`src/pkg/aws_pkg.sv`:
```
package aws_pkg;
	// ----------------------------------------
	// Register offsets and fields
	// ----------------------------------------
	localparam logic [7:0] ADDR_INACTIVITY_DURATION = 8'h29;
	localparam logic [7:0] ADDR_SYSTEM_CONTROL_ONE  = 8'h2a;
	localparam logic [7:0] ADDR_SYSTEM_CONTROL_TWO  = 8'h2b;
	localparam logic [7:0] ADDR_WAKE_SELECT_CONTROL = 8'h2c;
	localparam logic [7:0] ADDR_INTERRUPT_ENABLE    = 8'h2d;
	localparam logic [7:0] ADDR_POWER_STATUS        = 8'h0b;
	localparam logic [7:0] RESET_BYTE               = 8'h00;
	localparam int         FIFO_GATE_BIT            = 7;
	localparam int         AUTO_SLEEP_ENABLE_BIT    = 2;
	localparam int         WAKE_RATE_LSB            = 3;
	localparam int         SLEEP_RATE_LSB           = 6;
	// Event bit positions in interrupt enable; wake select shares bits 3 to 6
	localparam int         EV_FREEFALL_MOTION       = 3;
	localparam int         EV_TAP                   = 4;
	localparam int         EV_ORIENTATION           = 5;
	localparam int         EV_TRANSIENT             = 6;
	localparam int         EV_SLEEP_TRANSITION      = 7;
	localparam int         EV_SAMPLE_READY          = 0;

	// ----------------------------------------
	// Timing
	// ----------------------------------------
	localparam int         CLK_HZ                   = 25_000_000;
	localparam int         STEP_SHORT_MS            = 320;
	localparam int         STEP_LONG_MS             = 640;
	localparam int         STEP_SHORT_CYCLES        = CLK_HZ / 1000 * STEP_SHORT_MS;
	localparam int         STEP_LONG_CYCLES         = CLK_HZ / 1000 * STEP_LONG_MS;
	localparam logic [2:0] WAKE_RATE_SLOWEST        = 3'h7;

	typedef enum logic [1:0] {
		RATE_50HZ,
		RATE_12P5HZ,
		RATE_6P25HZ,
		RATE_1P56HZ
	} sleep_rate_t;

	typedef enum logic [1:0] {
		MODE_STANDBY,
		MODE_WAKE,
		MODE_SLEEP
	} power_mode_t;
endpackage

```
`src/rtl/auto_wake_sleep_control.sv`:
```
`timescale 1ns/1ns
module auto_wake_sleep_control
	import aws_pkg::*;
#(
	parameter int SHORT_CYCLES = STEP_SHORT_CYCLES,
	parameter int LONG_CYCLES  = STEP_LONG_CYCLES
) (
	input  wire logic       clk,
	input  wire logic       srst,
	input  wire logic       reg_write,
	input  wire logic [7:0] reg_addr,
	input  wire logic [7:0] reg_wdata,
	output logic      [7:0] reg_rdata,
	input  wire logic       transient_event,
	input  wire logic       orientation_event,
	input  wire logic       tap_event,
	input  wire logic       freefall_motion_event,
	input  wire logic       sample_ready_event,
	input  wire logic       fifo_gate_event,
	input  wire logic       fifo_flush,
	output logic            fifo_accept,
	output logic            sleep_mode,
	output logic [1:0]      sleep_rate_out,
	output logic [2:0]      wake_rate_out,
	output logic            use_sleep_rate,
	output logic            sleep_transition_event
);
	initial begin
		if (SHORT_CYCLES < 1 || LONG_CYCLES < SHORT_CYCLES)
			$error("auto_wake_sleep_control: bad step counts");
	end

	// ----------------------------------------
	// Registers
	// ----------------------------------------
	logic [7:0]  inactivity_duration_q;
	logic [7:0]  system_control_one_q;
	logic [7:0]  system_control_two_q;
	logic [7:0]  wake_select_control_q;
	logic [7:0]  interrupt_enable_control_q;
	power_mode_t mode_q;
	logic [7:0]  steps_q;
	logic        fifo_hold_q;
	logic        sleep_transition_q;

	function automatic logic hit(input logic [7:0] a, input logic [7:0] b);
		return reg_write && (a == b);
	endfunction

	always_ff @(posedge clk) begin
		if (srst) begin
			inactivity_duration_q      <= RESET_BYTE;
			system_control_one_q       <= RESET_BYTE;
			system_control_two_q       <= RESET_BYTE;
			wake_select_control_q      <= RESET_BYTE;
			interrupt_enable_control_q <= RESET_BYTE;
		end else begin
			if (hit(reg_addr, ADDR_INACTIVITY_DURATION))
				inactivity_duration_q <= reg_wdata;
			if (hit(reg_addr, ADDR_SYSTEM_CONTROL_ONE))
				system_control_one_q <= reg_wdata;
			if (hit(reg_addr, ADDR_SYSTEM_CONTROL_TWO))
				system_control_two_q <= reg_wdata;
			if (hit(reg_addr, ADDR_WAKE_SELECT_CONTROL))
				wake_select_control_q <= reg_wdata;
			if (hit(reg_addr, ADDR_INTERRUPT_ENABLE))
				interrupt_enable_control_q <= reg_wdata;
		end
	end

	// ----------------------------------------
	// Decoded controls
	// ----------------------------------------
	logic       active;
	logic       auto_sleep_enable;
	logic       fifo_gate;
	logic [2:0] wake_data_rate_select;
	logic [1:0] sleep_rate_select;
	logic       keep_awake;
	logic       wake_request;
	logic       long_step;
	logic       tick;
	logic       going_sleep;
	logic       going_wake;
	logic [7:0] ev_vec;

	assign active                = system_control_one_q[0];
	assign auto_sleep_enable     = system_control_two_q[AUTO_SLEEP_ENABLE_BIT];
	assign fifo_gate             = wake_select_control_q[FIFO_GATE_BIT];
	assign wake_data_rate_select = system_control_one_q[WAKE_RATE_LSB +: 3];
	assign sleep_rate_select     = system_control_one_q[SLEEP_RATE_LSB +: 2];

	always_comb begin
		ev_vec                      = '0;
		ev_vec[EV_FREEFALL_MOTION]  = freefall_motion_event;
		ev_vec[EV_TAP]              = tap_event;
		ev_vec[EV_ORIENTATION]      = orientation_event;
		ev_vec[EV_TRANSIENT]        = transient_event;
	end

	// Enabled detector events and the FIFO gate restart the count
	assign keep_awake   = |(ev_vec & interrupt_enable_control_q)
		|| (fifo_gate && fifo_gate_event);
	// Sleep and data-ready events never enter either term
	assign wake_request = |(ev_vec & interrupt_enable_control_q
		& wake_select_control_q);

	// Step length follows the rate currently in force
	assign long_step = (mode_q == MODE_SLEEP) ? (sleep_rate_select == RATE_1P56HZ)
		: (wake_data_rate_select == WAKE_RATE_SLOWEST);

	step_timer #(
		.SHORT_CYCLES(SHORT_CYCLES),
		.LONG_CYCLES (LONG_CYCLES)
	) u_step (
		.clk      (clk),
		.srst     (srst),
		.run      (mode_q == MODE_WAKE && auto_sleep_enable),
		.restart  (keep_awake),
		.long_step(long_step),
		.tick     (tick)
	);

	// ----------------------------------------
	// Inactivity count and mode
	// ----------------------------------------
	assign going_sleep = mode_q == MODE_WAKE && auto_sleep_enable && !keep_awake
		&& tick && steps_q >= inactivity_duration_q;
	// Clearing auto-sleep while asleep is a wake transition too
	assign going_wake  = mode_q == MODE_SLEEP && active
		&& (wake_request || !auto_sleep_enable);

	always_ff @(posedge clk) begin
		if (srst || mode_q != MODE_WAKE || keep_awake)
			steps_q <= '0;
		else if (tick && steps_q != 8'hff)
			steps_q <= steps_q + 8'h01;
	end

	// Leaving active drops straight to standby from any mode
	always_ff @(posedge clk) begin
		if (srst) begin
			mode_q <= MODE_STANDBY;
		end else if (!active) begin
			mode_q <= MODE_STANDBY;
		end else begin
			unique case (mode_q)
				MODE_STANDBY: mode_q <= MODE_WAKE;
				MODE_WAKE:    if (going_sleep) mode_q <= MODE_SLEEP;
				MODE_SLEEP: begin
					if (going_wake)
						mode_q <= MODE_WAKE;
				end
				default:      mode_q <= MODE_STANDBY;
			endcase
		end
	end

	// ----------------------------------------
	// Transition event and FIFO gate
	// ----------------------------------------
	always_ff @(posedge clk) begin
		if (srst)
			sleep_transition_q <= 1'b0;
		else
			sleep_transition_q <= (going_sleep || going_wake)
				&& interrupt_enable_control_q[EV_SLEEP_TRANSITION];
	end

	always_ff @(posedge clk) begin
		if (srst)
			fifo_hold_q <= 1'b0;
		else if (fifo_gate && (going_sleep || going_wake)
				&& interrupt_enable_control_q[EV_SLEEP_TRANSITION])
			fifo_hold_q <= 1'b1;
		else if (fifo_flush)
			fifo_hold_q <= 1'b0;
	end

	always_ff @(posedge clk) begin
		if (srst)
			reg_rdata <= RESET_BYTE;
		else
			unique case (reg_addr)
				ADDR_INACTIVITY_DURATION: reg_rdata <= inactivity_duration_q;
				ADDR_SYSTEM_CONTROL_ONE:  reg_rdata <= system_control_one_q;
				ADDR_SYSTEM_CONTROL_TWO:  reg_rdata <= system_control_two_q;
				ADDR_WAKE_SELECT_CONTROL: reg_rdata <= wake_select_control_q;
				ADDR_INTERRUPT_ENABLE:    reg_rdata <= interrupt_enable_control_q;
				ADDR_POWER_STATUS:        reg_rdata <= {6'h00, mode_q};
				default:                  reg_rdata <= RESET_BYTE;
			endcase
	end

	assign fifo_accept            = !fifo_hold_q && mode_q != MODE_STANDBY;
	assign sleep_mode             = mode_q == MODE_SLEEP;
	assign use_sleep_rate         = mode_q == MODE_SLEEP;
	assign sleep_rate_out         = sleep_rate_select;
	assign wake_rate_out          = wake_data_rate_select;
	assign sleep_transition_event = sleep_transition_q;
	// Sample-ready is seen but deliberately affects nothing here
	logic unused_ok;
	assign unused_ok = sample_ready_event;
endmodule

```
`src/rtl/step_timer.sv`:
```
`timescale 1ns/1ns
// ----------------------------------------
// Inactivity step tick generator
// ----------------------------------------
module step_timer #(
	parameter int SHORT_CYCLES = 8000000,
	parameter int LONG_CYCLES  = 16000000
) (
	input  wire logic clk,
	input  wire logic srst,
	input  wire logic run,
	input  wire logic restart,
	input  wire logic long_step,
	output logic      tick
);
	localparam int W = $clog2(LONG_CYCLES + 1);

	initial begin
		if (SHORT_CYCLES < 1 || LONG_CYCLES < SHORT_CYCLES)
			$error("step_timer: bad cycle counts");
	end

	logic [W-1:0] count_q;
	logic [W-1:0] limit;

	assign limit = long_step ? W'(LONG_CYCLES - 1) : W'(SHORT_CYCLES - 1);
	assign tick  = run && !restart && (count_q >= limit);

	always_ff @(posedge clk) begin
		if (srst || !run || restart || tick)
			count_q <= '0;
		else
			count_q <= count_q + W'(1);
	end
endmodule
```
`config.mk`:
```
export PLATFORM = sky130hd
export DESIGN_NAME = auto_wake_sleep_control
export DESIGN_NICKNAME = d
export VERILOG_FILES = /design/src/pkg/aws_pkg.sv /design/src/rtl/auto_wake_sleep_control.sv /design/src/rtl/step_timer.sv
export SDC_FILE = /design/constraint.sdc
export NUM_CORES = 1
export LEC_CHECK = 0
export BUFFER_PORTS_ARGS = -buffer_cell sky130_fd_sc_hd__buf_4
export CAP_MARGIN = 20
export CORE_ASPECT_RATIO = 1.5
export CORE_MARGIN = 1.5
export CORE_UTILIZATION = 55
export CTS_BUF_LIST = sky130_fd_sc_hd__clkbuf_4 sky130_fd_sc_hd__clkbuf_8
export CTS_CLUSTER_SIZE = 28
export DETAILED_ROUTE_END_ITERATION = 7
export GPL_TIMING_DRIVEN = 0
export PLACE_DENSITY = 0.75
export SKIP_CTS_REPAIR_TIMING = 1
export SYNTH_ARGS = -nofsm -noshare
export SYNTH_HDL_FRONTEND = slang
export SYNTH_SLANG_ARGS = --single-unit
```
`constraint.sdc`:
```
create_clock -name clk -period 4.1 [get_ports clk]
set_input_delay 0.205 -clock clk [delete_from_list [all_inputs] [get_ports clk]]
set_output_delay 0.205 -clock clk [all_outputs]
set_load 0.1 [all_outputs]
```
==> results of run 1 <==
==> metal layers <==
layer	vias to the layer above	part of all wire (%)	GRT usage (%)
met5	-	0	0
met4	0	5.9	16.01
met2	98	50	50.19
met1	1650	38	29.21
met3	35	5.5	6.562
li1	1798	-	-
==> cell usage after synthesis, types with 4 or more instances <==
master	n	share of area, %
a21oi_1	35	4.3
a22oi_1	9	1.6
and2_1	4	0.61
and3_1	10	1.5
buf_4	6	1.1
clkbuf_1	11	1.0
dfxtp_1	84	41
ha_1	14	4.3
inv_1	16	1.5
mux2i_1	32	7.8
nand2_1	58	5.3
nand3_1	25	3.0
nand4_1	15	2.3
nor2_1	75	6.8
nor2b_1	4	0.61
nor3_1	4	0.49
o21ai_0	14	1.7
or3_1	4	0.61
xnor2_1	11	2.3
xor2_1	11	2.3
==> power breakdown <==
part / internal, W / switching (W)
registers: 0.000815 / 0.000000457
logic: 0.0000214 / 0.0000354
clock network: 0.000239 / 0.000297
==> cell type report <==
type / instances / share of cell area, %
inverters: 16 / 1.277
clock buffers: 11 / 3.086
clock inverters: 4 / 0.5587
repair buffers: 39 / 6.225
flip-flops and latches: 84 / 35.75
well taps: 100 / 2.660
multi-input cells: 367 / 48.20
plain buffers: 21 / 2.235
==> path summary, 6_finish.rpt <==
check | startpoint | end | slack [ps] | cells past startpoint
worst max register to register | mode_q[0]$_SDFFE_PP0P_ | u_step.count_q[19]$_SDFF_PP0_ | 1220 | 11
worst max-delay path | mode_q[0]$_SDFFE_PP0P_ | u_step.count_q[19]$_SDFF_PP0_ | 1220 | 11
worst min register to register | fifo_hold_q$_SDFFE_PP0P_ | fifo_hold_q$_SDFFE_PP0P_ | 460 | 2
worst min-delay path | fifo_flush | fifo_hold_q$_SDFFE_PP0P_ | 90 | 4
==> cell usage in the layout, fill, tap and decap left out, types with 3 or more instances in the layout <==
cell type	synthesis	final
dfxtp_1	84	84
nor2_1	75	75
nand2_1	58	58
buf_4	6	45
a21oi_1	35	35
mux2i_1	32	32
nand3_1	25	25
inv_1	16	16
nand4_1	15	15
o21ai_0	14	14
ha_1	14	14
clkbuf_1	11	11
xor2_1	11	11
xnor2_1	11	11
and3_1	10	10
clkbuf_8	0	10
a22oi_1	9	9
nor3_1	4	4
nor2b_1	4	4
and2_1	4	4
or3_1	4	4
o21ai_1	3	3
nand3b_1	3	3
o22a_1	3	3
buf_2	3	3
==> stage by stage <==
stage | hold slack [ps] | util (%) | total power (W) | worst slack, ps
after floorplan | 345.5 | - | 0.0008568 | 1699
after detailed placement | 446.0 | 62.71 | 0.0008911 | 1225
final | 92.40 | 65.08 | 0.001409 | 1220
after global routing | 104.4 | 65.08 | 0.001453 | 990.2
after CTS | 88.12 | 65.08 | 0.001411 | 1209
after global placement | 440.2 | 62.71 | 0.0008907 | 1318
==> cells by family after synthesis <==
kind of cell	share of synthesized area, %
compound gates	12.26
mux	8.698
fa+ha+maj	4.258
xor+xnor	4.684
flops	40.88
buf+inv	4.014
simple gates	25.21
==> flip-flops by register name (all words and copies together), names as in the netlist <==
name	count
steps_q	8
inactivity_duration_q	8
u_step.count_q	24
interrupt_enable_control_q	8
mode_q	2
system_control_two_q	8
reg_rdata	8
system_control_one_q	8
fifo_hold_q	1
sleep_transition_event	1
wake_select_control_q	8
==> worst register-to-register path: stages, from the launching register on <==
cell and delay [ps]:
dfxtp_1 430, and4b_1 250, a41oi_4 280, inv_1 110, ha_1 320, a21oi_1 180, nor2_1 50, o21ai_0 390
a22o_1 290, nand3_2 150, buf_2 250, nor2_1 130
==> impl_metrics.yaml, run 1 <==
run_status:
  outcome: "complete, no violations"
yosys:
  synth_cell_types: 50
  synth_nets: 528
  synthFlopType: "dfxtp_1"
  synth_edf_count: 0
  syn_area_per_cell_um2: 8.430
  synth_seq_cells: 84
  synthCells: 488
  ys_warn_count: 0
  ys_seq_area_share_pct: 40.88
  synth.cell_area_um2: 4114
  synthArstFlopShare_pct: 0
critical_path:
  crit_path_start_kind: "flip-flop"
  end_kind: "flip-flop"
  path_common_cell: "nor2_1"
  slowest_delay_ps: 430
  critPathKind: "reg2reg"
  crit_family: "compound AO/OA/AOI/OAI gates"
  crit_slowest_cell: "dfxtp_1"
  cp_cell_sequence: "and4b_1, a41oi_4, inv_1, ha_1, a21oi_1, nor2_1, o21ai_0, a22o_1, nand3_2, buf_2, nor2_1"
  required_ps: 4410
  worst-path-buf-inv: 2
  cp_data_arrival_time_ps: 3190
  cp_max_fo: 10
clock_network:
  root_buffer: "clkbuf_8"
  clkTransAtPathRegs_ps: 80
  cts_tree: "yes"
  ctsHtreeMaxLevel: 3
  clk_latency_ps: 370
  numCtsBuffers: 9
  clockBufferDepth: 2
  clock-sinks: 84
sta:
  worst_pin_slew_ps: 604.1
  period_share_pct: 70.26
  slew_viol_final: 0
  setup_viol: 0
  rsz0062_at_grt: "no"
  fin_crit_ps: 2880
  maxSlewHeadroom_pct: 59.61
  finalSetupTns_ps: 0
  timing.fmax_mhz: 347.2
  finalClockSkew_ps: 7.556
  hold_violations: 0
grt:
  grt_pass1_vias: 3531
  overflow: 0
  grt_pass1_wl_um: 16850
  grt_max_degree: 14
  grt_usage_pct: 28.05
  antenna_found_initial: 0
power_and_ir_drop:
  p_leak_nw: 1.786
  ir_worst_vdd_uv: 209.1
  power_density_nw_per_um2: 299.5
cells_and_area:
  fillCellCount: 668
  drive_gt1_share_pct: 13.28
  regArea_um2: 1682
  final_cells: 642
  multi_input_area_um2: 2267
  antenna_cells: 0
  area_delta_synth_final_pct: 14.32
  num-nets-final: 578
  final_area_um2: 4703
place:
  io_buffers: 39
  place_inst: 627
  placed_cell_area_um2: 4532
  dpl.hpwl_um: 7934
  globalplace.congestion: 0.9020
route:
  ant_nets: 0
  via_count: 3581
  viasPerCell: 5.578
  drt_pass1_iterations: 4
  wl_um: 10360
  drc: 0
  drtIter0Drc: 189
  wl_per_cell_um: 16.13
die:
  start_util_pct: 56.93
  die_w_um: 73.62
  io_pins: 43
  fp.coreArea_um2: 7227
  fp-row-count: 38
  fp.dieH_um: 108.9
  die_area_um2: 8019
job:
  max_cap_viol_count: 0
min_path:
  worstHoldPathType: "in2reg"
Note: power is estimated with default switching activity, not from simulation.
==> run 2, diff against run 1 <==
PLACE_DENSITY = 0.78   (was 0.75)
clock period = 2.62 ns   (was 4.1 ns; I/O delays follow)
==> impl_metrics.yaml, run 2 (synthesis results as in run 1) <==
clock_network:
  clk_latency_ps: 370
  clkTransAtPathRegs_ps: 90
  ctsHtreeMaxLevel: 3
  root_buffer: "clkbuf_8"
  cts_tree: "yes"
  clock-sinks: 84
  numCtsBuffers: 9
  clockBufferDepth: 2
grt:
  overflow: 0
  grt_max_degree: 15
  grt_pass1_vias: 3562
  grt_pass1_wl_um: 16990
  grt_usage_pct: 28.53
  antenna_found_initial: 0
sta:
  worst_pin_slew_ps: 602.4
  finalClockSkew_ps: 10.63
  finalSetupTns_ps: 0
  fin_crit_ps: 2553
  timing.fmax_mhz: 391.6
  slew_viol_final: 0
  maxSlewHeadroom_pct: 59.72
  period_share_pct: 97.46
  setup_viol: 0
  hold_violations: 0
die:
  die_w_um: 73.62
  fp.dieH_um: 108.9
  fp.coreArea_um2: 7227
  fp-row-count: 38
  io_pins: 43
  die_area_um2: 8019
  start_util_pct: 56.93
cells_and_area:
  area_delta_synth_final_pct: 20.74
  largest_register_ffs: 24
  antenna_cells: 0
  final_cell_mix: "dfxtp_1 (81), nor2_1 (75), nand2_1 (57)"
  multi_input_area_um2: 2367
  fillCellCount: 615
  num-nets-final: 586
  regMostFlops: "u_step.count_q"
  post-route-util_pct: 68.73
  drive_gt1_share_pct: 17.79
  final_cells: 651
  regArea_um2: 1690
  layout_commonest_cell: "dfxtp_1"
route:
  ant_nets: 0
  drt_pass1_iterations: 4
  via_count: 3735
  wl_per_cell_um: 17.05
  drc: 0
  viasPerCell: 5.737
  drtIter0Drc: 235
  wl_um: 11100
place:
  globalplace.congestion: 0.9298
  io_buffers: 39
  place_inst: 627
  dpl.hpwl_um: 8037
critical_path:
  end_kind: "flip-flop"
  cp_data_arrival_time_ps: 2860
  crit_path_start_kind: "flip-flop"
  required_ps: 2930
  r2r-start: "mode_q[0]$_SDFFE_PP0P_"
  critPathKind: "reg2reg"
  ff2ff_path_depth: 11
  worstSetupStartpoint: "mode_q[0]$_SDFFE_PP0P_"
  cp_max_fo: 10
run_status:
  outcome: "complete, no violations"
power_and_ir_drop:
  p_leak_nw: 1.889
  ir_worst_vdd_uv: 393.1
  power.total_w: 0.002473
  power_density_nw_per_um2: 497.9
min_path:
  worstHoldPathType: "in2reg"
  whs_path_depth: 4
  min_from: "fifo_flush"
job:
  max_cap_viol_count: 0
-- run 2: cell types whose count changed in the layout (fill, tap and decap cells not counted), sizes merged --
cell      previous run  this run
buf                 49        57
bufinv               0         2
clkbuf              22        23
clkinv               3         0
clkinvlp             1         0
inv                 16        18
-- run 2: through the flow --
stage               instance area, um^2  hold slack, ps  setup WS (ps)
floorplan                          4114           271.5          219.0
global placement                   4532           398.3         -142.7
detailed placement                 4532           413.2         -200.2
CTS                                4775           25.78         -380.8
global route                       4967           56.18         -79.93
finish                             4967           52.69          66.57
-- run 2: metal layers --
| metal | GRT usage (%) | wire (um) |
|---|---|---|
| met5 | 0 | 0 |
| met3 | 6.470 | 546 |
| met2 | 49.61 | 5597 |
| met4 | 19.44 | 683 |
| met1 | 29.73 | 4275 |
-- run 2: report_power, final --
group | internal (W) | switching [W]
sequential | 0.00127 | 0.000000723
clock | 0.000622 | 0.000486
combinational | 0.0000336 | 0.0000569
-- run 2: area by class of cell --
cell class,instances,share of cell area (%)
Timing Repair Buffer,47,7.330
Clock buffer,12,3.325
Clock inverter,4,1.562
Multi-Input combinational cell,367,47.66
Inverter,16,1.209
Sequential cell,84,34.03
Buffer,21,2.368
Tap cell,100,2.519
-- run 2: critical path, stage by stage (launching register included) --
cell and delay, ps:
dfxtp_4 360, and4b_1 220, a41oi_4 280, buf_6 150
ha_1 250, o311ai_1 100, nand4_1 200, a31oi_4 240
a22o_4 200, nand3_2 170, buf_6 220, nor2_1 100
-- run 2: path summary, 6_finish.rpt --
path | end | slack (ps)
worst min-delay path | fifo_hold_q$_SDFFE_PP0P_ | 50
worst max register to register | u_step.count_q[23]$_SDFF_PP0_ | 70
worst max-delay path | u_step.count_q[23]$_SDFF_PP0_ | 70
worst min register to register | reg_rdata[0]$_SDFF_PP0_ | 460
==> run 3, diff against run 2 <==
REMOVE_ABC_BUFFERS = 1   (was not set)
TNS_END_PERCENT = 100   (was not set)
==> impl_metrics.yaml, run 3 (synthesis results as in run 1) <==
sta:
  setup_viol: 0
  hold-worst-slack_ps: 26.33
  worst_pin_slew_ps: 956.7
  slew_viol_final: 0
  hold_violations: 0
  finalClockSkew_ps: 8.198
  timing.fmax_mhz: 395.3
  period_share_pct: 96.56
  fin_crit_ps: 2530
  maxSlewHeadroom_pct: 35.98
  finalSetupTns_ps: 0
die:
  die_area_um2: 8019
  fp-row-count: 38
  fp.coreArea_um2: 7227
  start_util_pct: 56.93
  fp.dieH_um: 108.9
  io_pins: 43
  die_w_um: 73.62
route:
  drc: 0
  viasPerCell: 5.749
  ant_nets: 0
  drt_pass1_iterations: 5
  via_count: 3616
  wl_per_cell_um: 16.11
  wl_um: 10130
  drtIter0Drc: 248
cells_and_area:
  num-nets-final: 564
  area_delta_synth_final_pct: 16.03
  drive_gt1_share_pct: 15.31
  regMostFlops: "u_step.count_q"
  antenna_cells: 0
  post-route-util_pct: 66.05
  final_area_um2: 4773
  final_cell_mix: "dfxtp_1 (82), nor2_1 (72), nand2_1 (57)"
  layout_commonest_cell: "dfxtp_1"
  largest_register_ffs: 24
place:
  io_buffers: 41
  dpl.hpwl_um: 7249
  globalplace.congestion: 0.9494
  placed_cell_area_um2: 4442
clock_network:
  clk_latency_ps: 370
  root_buffer: "clkbuf_8"
  clockBufferDepth: 2
  cts_tree: "yes"
  ctsHtreeMaxLevel: 3
  numCtsBuffers: 9
  clkTransAtPathRegs_ps: 80
  clock-sinks: 84
critical_path:
  critPathKind: "reg2reg"
  cp_max_fo: 6
  path_common_cell: "a21oi_1"
  end_kind: "flip-flop"
  crit_slowest_cell: "a221oi_4"
  slowest_delay_ps: 430
  required_ps: 2900
  crit_path_start_kind: "flip-flop"
  cp_cell_sequence: "and4b_1, a41oi_4, inv_1, ha_1, a21oi_1, mux2_4, a221oi_4, a21oi_1, nor3b_1"
  cp_data_arrival_time_ps: 2810
min_path:
  worstHoldPathType: "in2reg"
grt:
  grt_max_degree: 50
  antenna_found_initial: 0
  grt_pass1_wl_um: 16010
  grt_pass1_vias: 3415
  grt_usage_pct: 26.23
  overflow: 0
power_and_ir_drop:
  p_leak_nw: 1.801
  power_density_nw_per_um2: 500.6
  power.total_w: 0.002390
  ir_worst_vdd_uv: 500.3
job:
  max_cap_viol_count: 0
run_status:
  outcome: "complete, no violations"
-- run 3: cell types whose count changed in the layout (fill, tap and decap cells not counted), sizes merged --
cell,before,now
nand3,26,28
clkbuf,23,12
clkinv,0,2
inv,18,16
buf,57,44
-- run 3: power by group --
group	internal [W]	leakage, nW	switching, W
sequential	0.00128	0.677	0.000000682
clock	0.000570	0.115	0.000460
combinational	0.0000320	1.01	0.0000512
-- run 3: critical path: cells and delay by family (launching register included) --
| kind | cells | cell delay (ps) |
|---|---|---|
| muxes | 1 | 300 |
| AOI/OAI and AO/OA | 4 | 890 |
| DFF | 1 | 360 |
| buffers and inverters | 1 | 100 |
| and+or+nand+nor | 2 | 470 |
| adders and majority gates | 1 | 320 |
-- run 3: final timing paths --
path,start,endpoint,slack [ps],depth (start not counted)
worst max-delay path,mode_q[1]$_SDFFE_PP0P_,sleep_transition_event$_SDFF_PP0_,90,9
worst min-delay path,fifo_flush,fifo_hold_q$_SDFFE_PP0P_,30,4
worst max register to register,mode_q[1]$_SDFFE_PP0P_,sleep_transition_event$_SDFF_PP0_,90,9
worst min register to register,system_control_one_q[1]$_SDFFE_PP0P_,system_control_one_q[1]$_SDFFE_PP0P_,450,2
-- run 3: area by class of cell --
| type | instances | area [um^2] |
|---|---|---|
| flip-flops and latches | 84 | 1684 |
| well taps | 100 | 125.1 |
| clock inverters | 4 | 73.82 |
| inverters | 16 | 60.06 |
| multi-input cells | 369 | 2354 |
| fillers | 603 | 2454 |
| clock buffers | 12 | 146.4 |
| repair buffers | 44 | 330.3 |
-- run 3: layer usage --
metal  share of wire [%]  vias to the layer above  routed length, um  track usage (%)
li1                    -                     1774                  -                -
met1                  39                     1692               3980            28.85
met2                  51                      118               5209            46.46
met3                 4.6                       32                466            5.545
met4                 4.7                        0                478            13.23
met5                   0                        -                  0                0
-- run 3: metrics by stage --
stage,setup WS [ps],instances
4_1_cts,-467.9,624
5_1_grt,-32.24,629
2_1_floorplan,-429.1,467
3_3_place_gp,-250.2,608
3_5_place_dp,-435.8,608
6_report,90.21,629
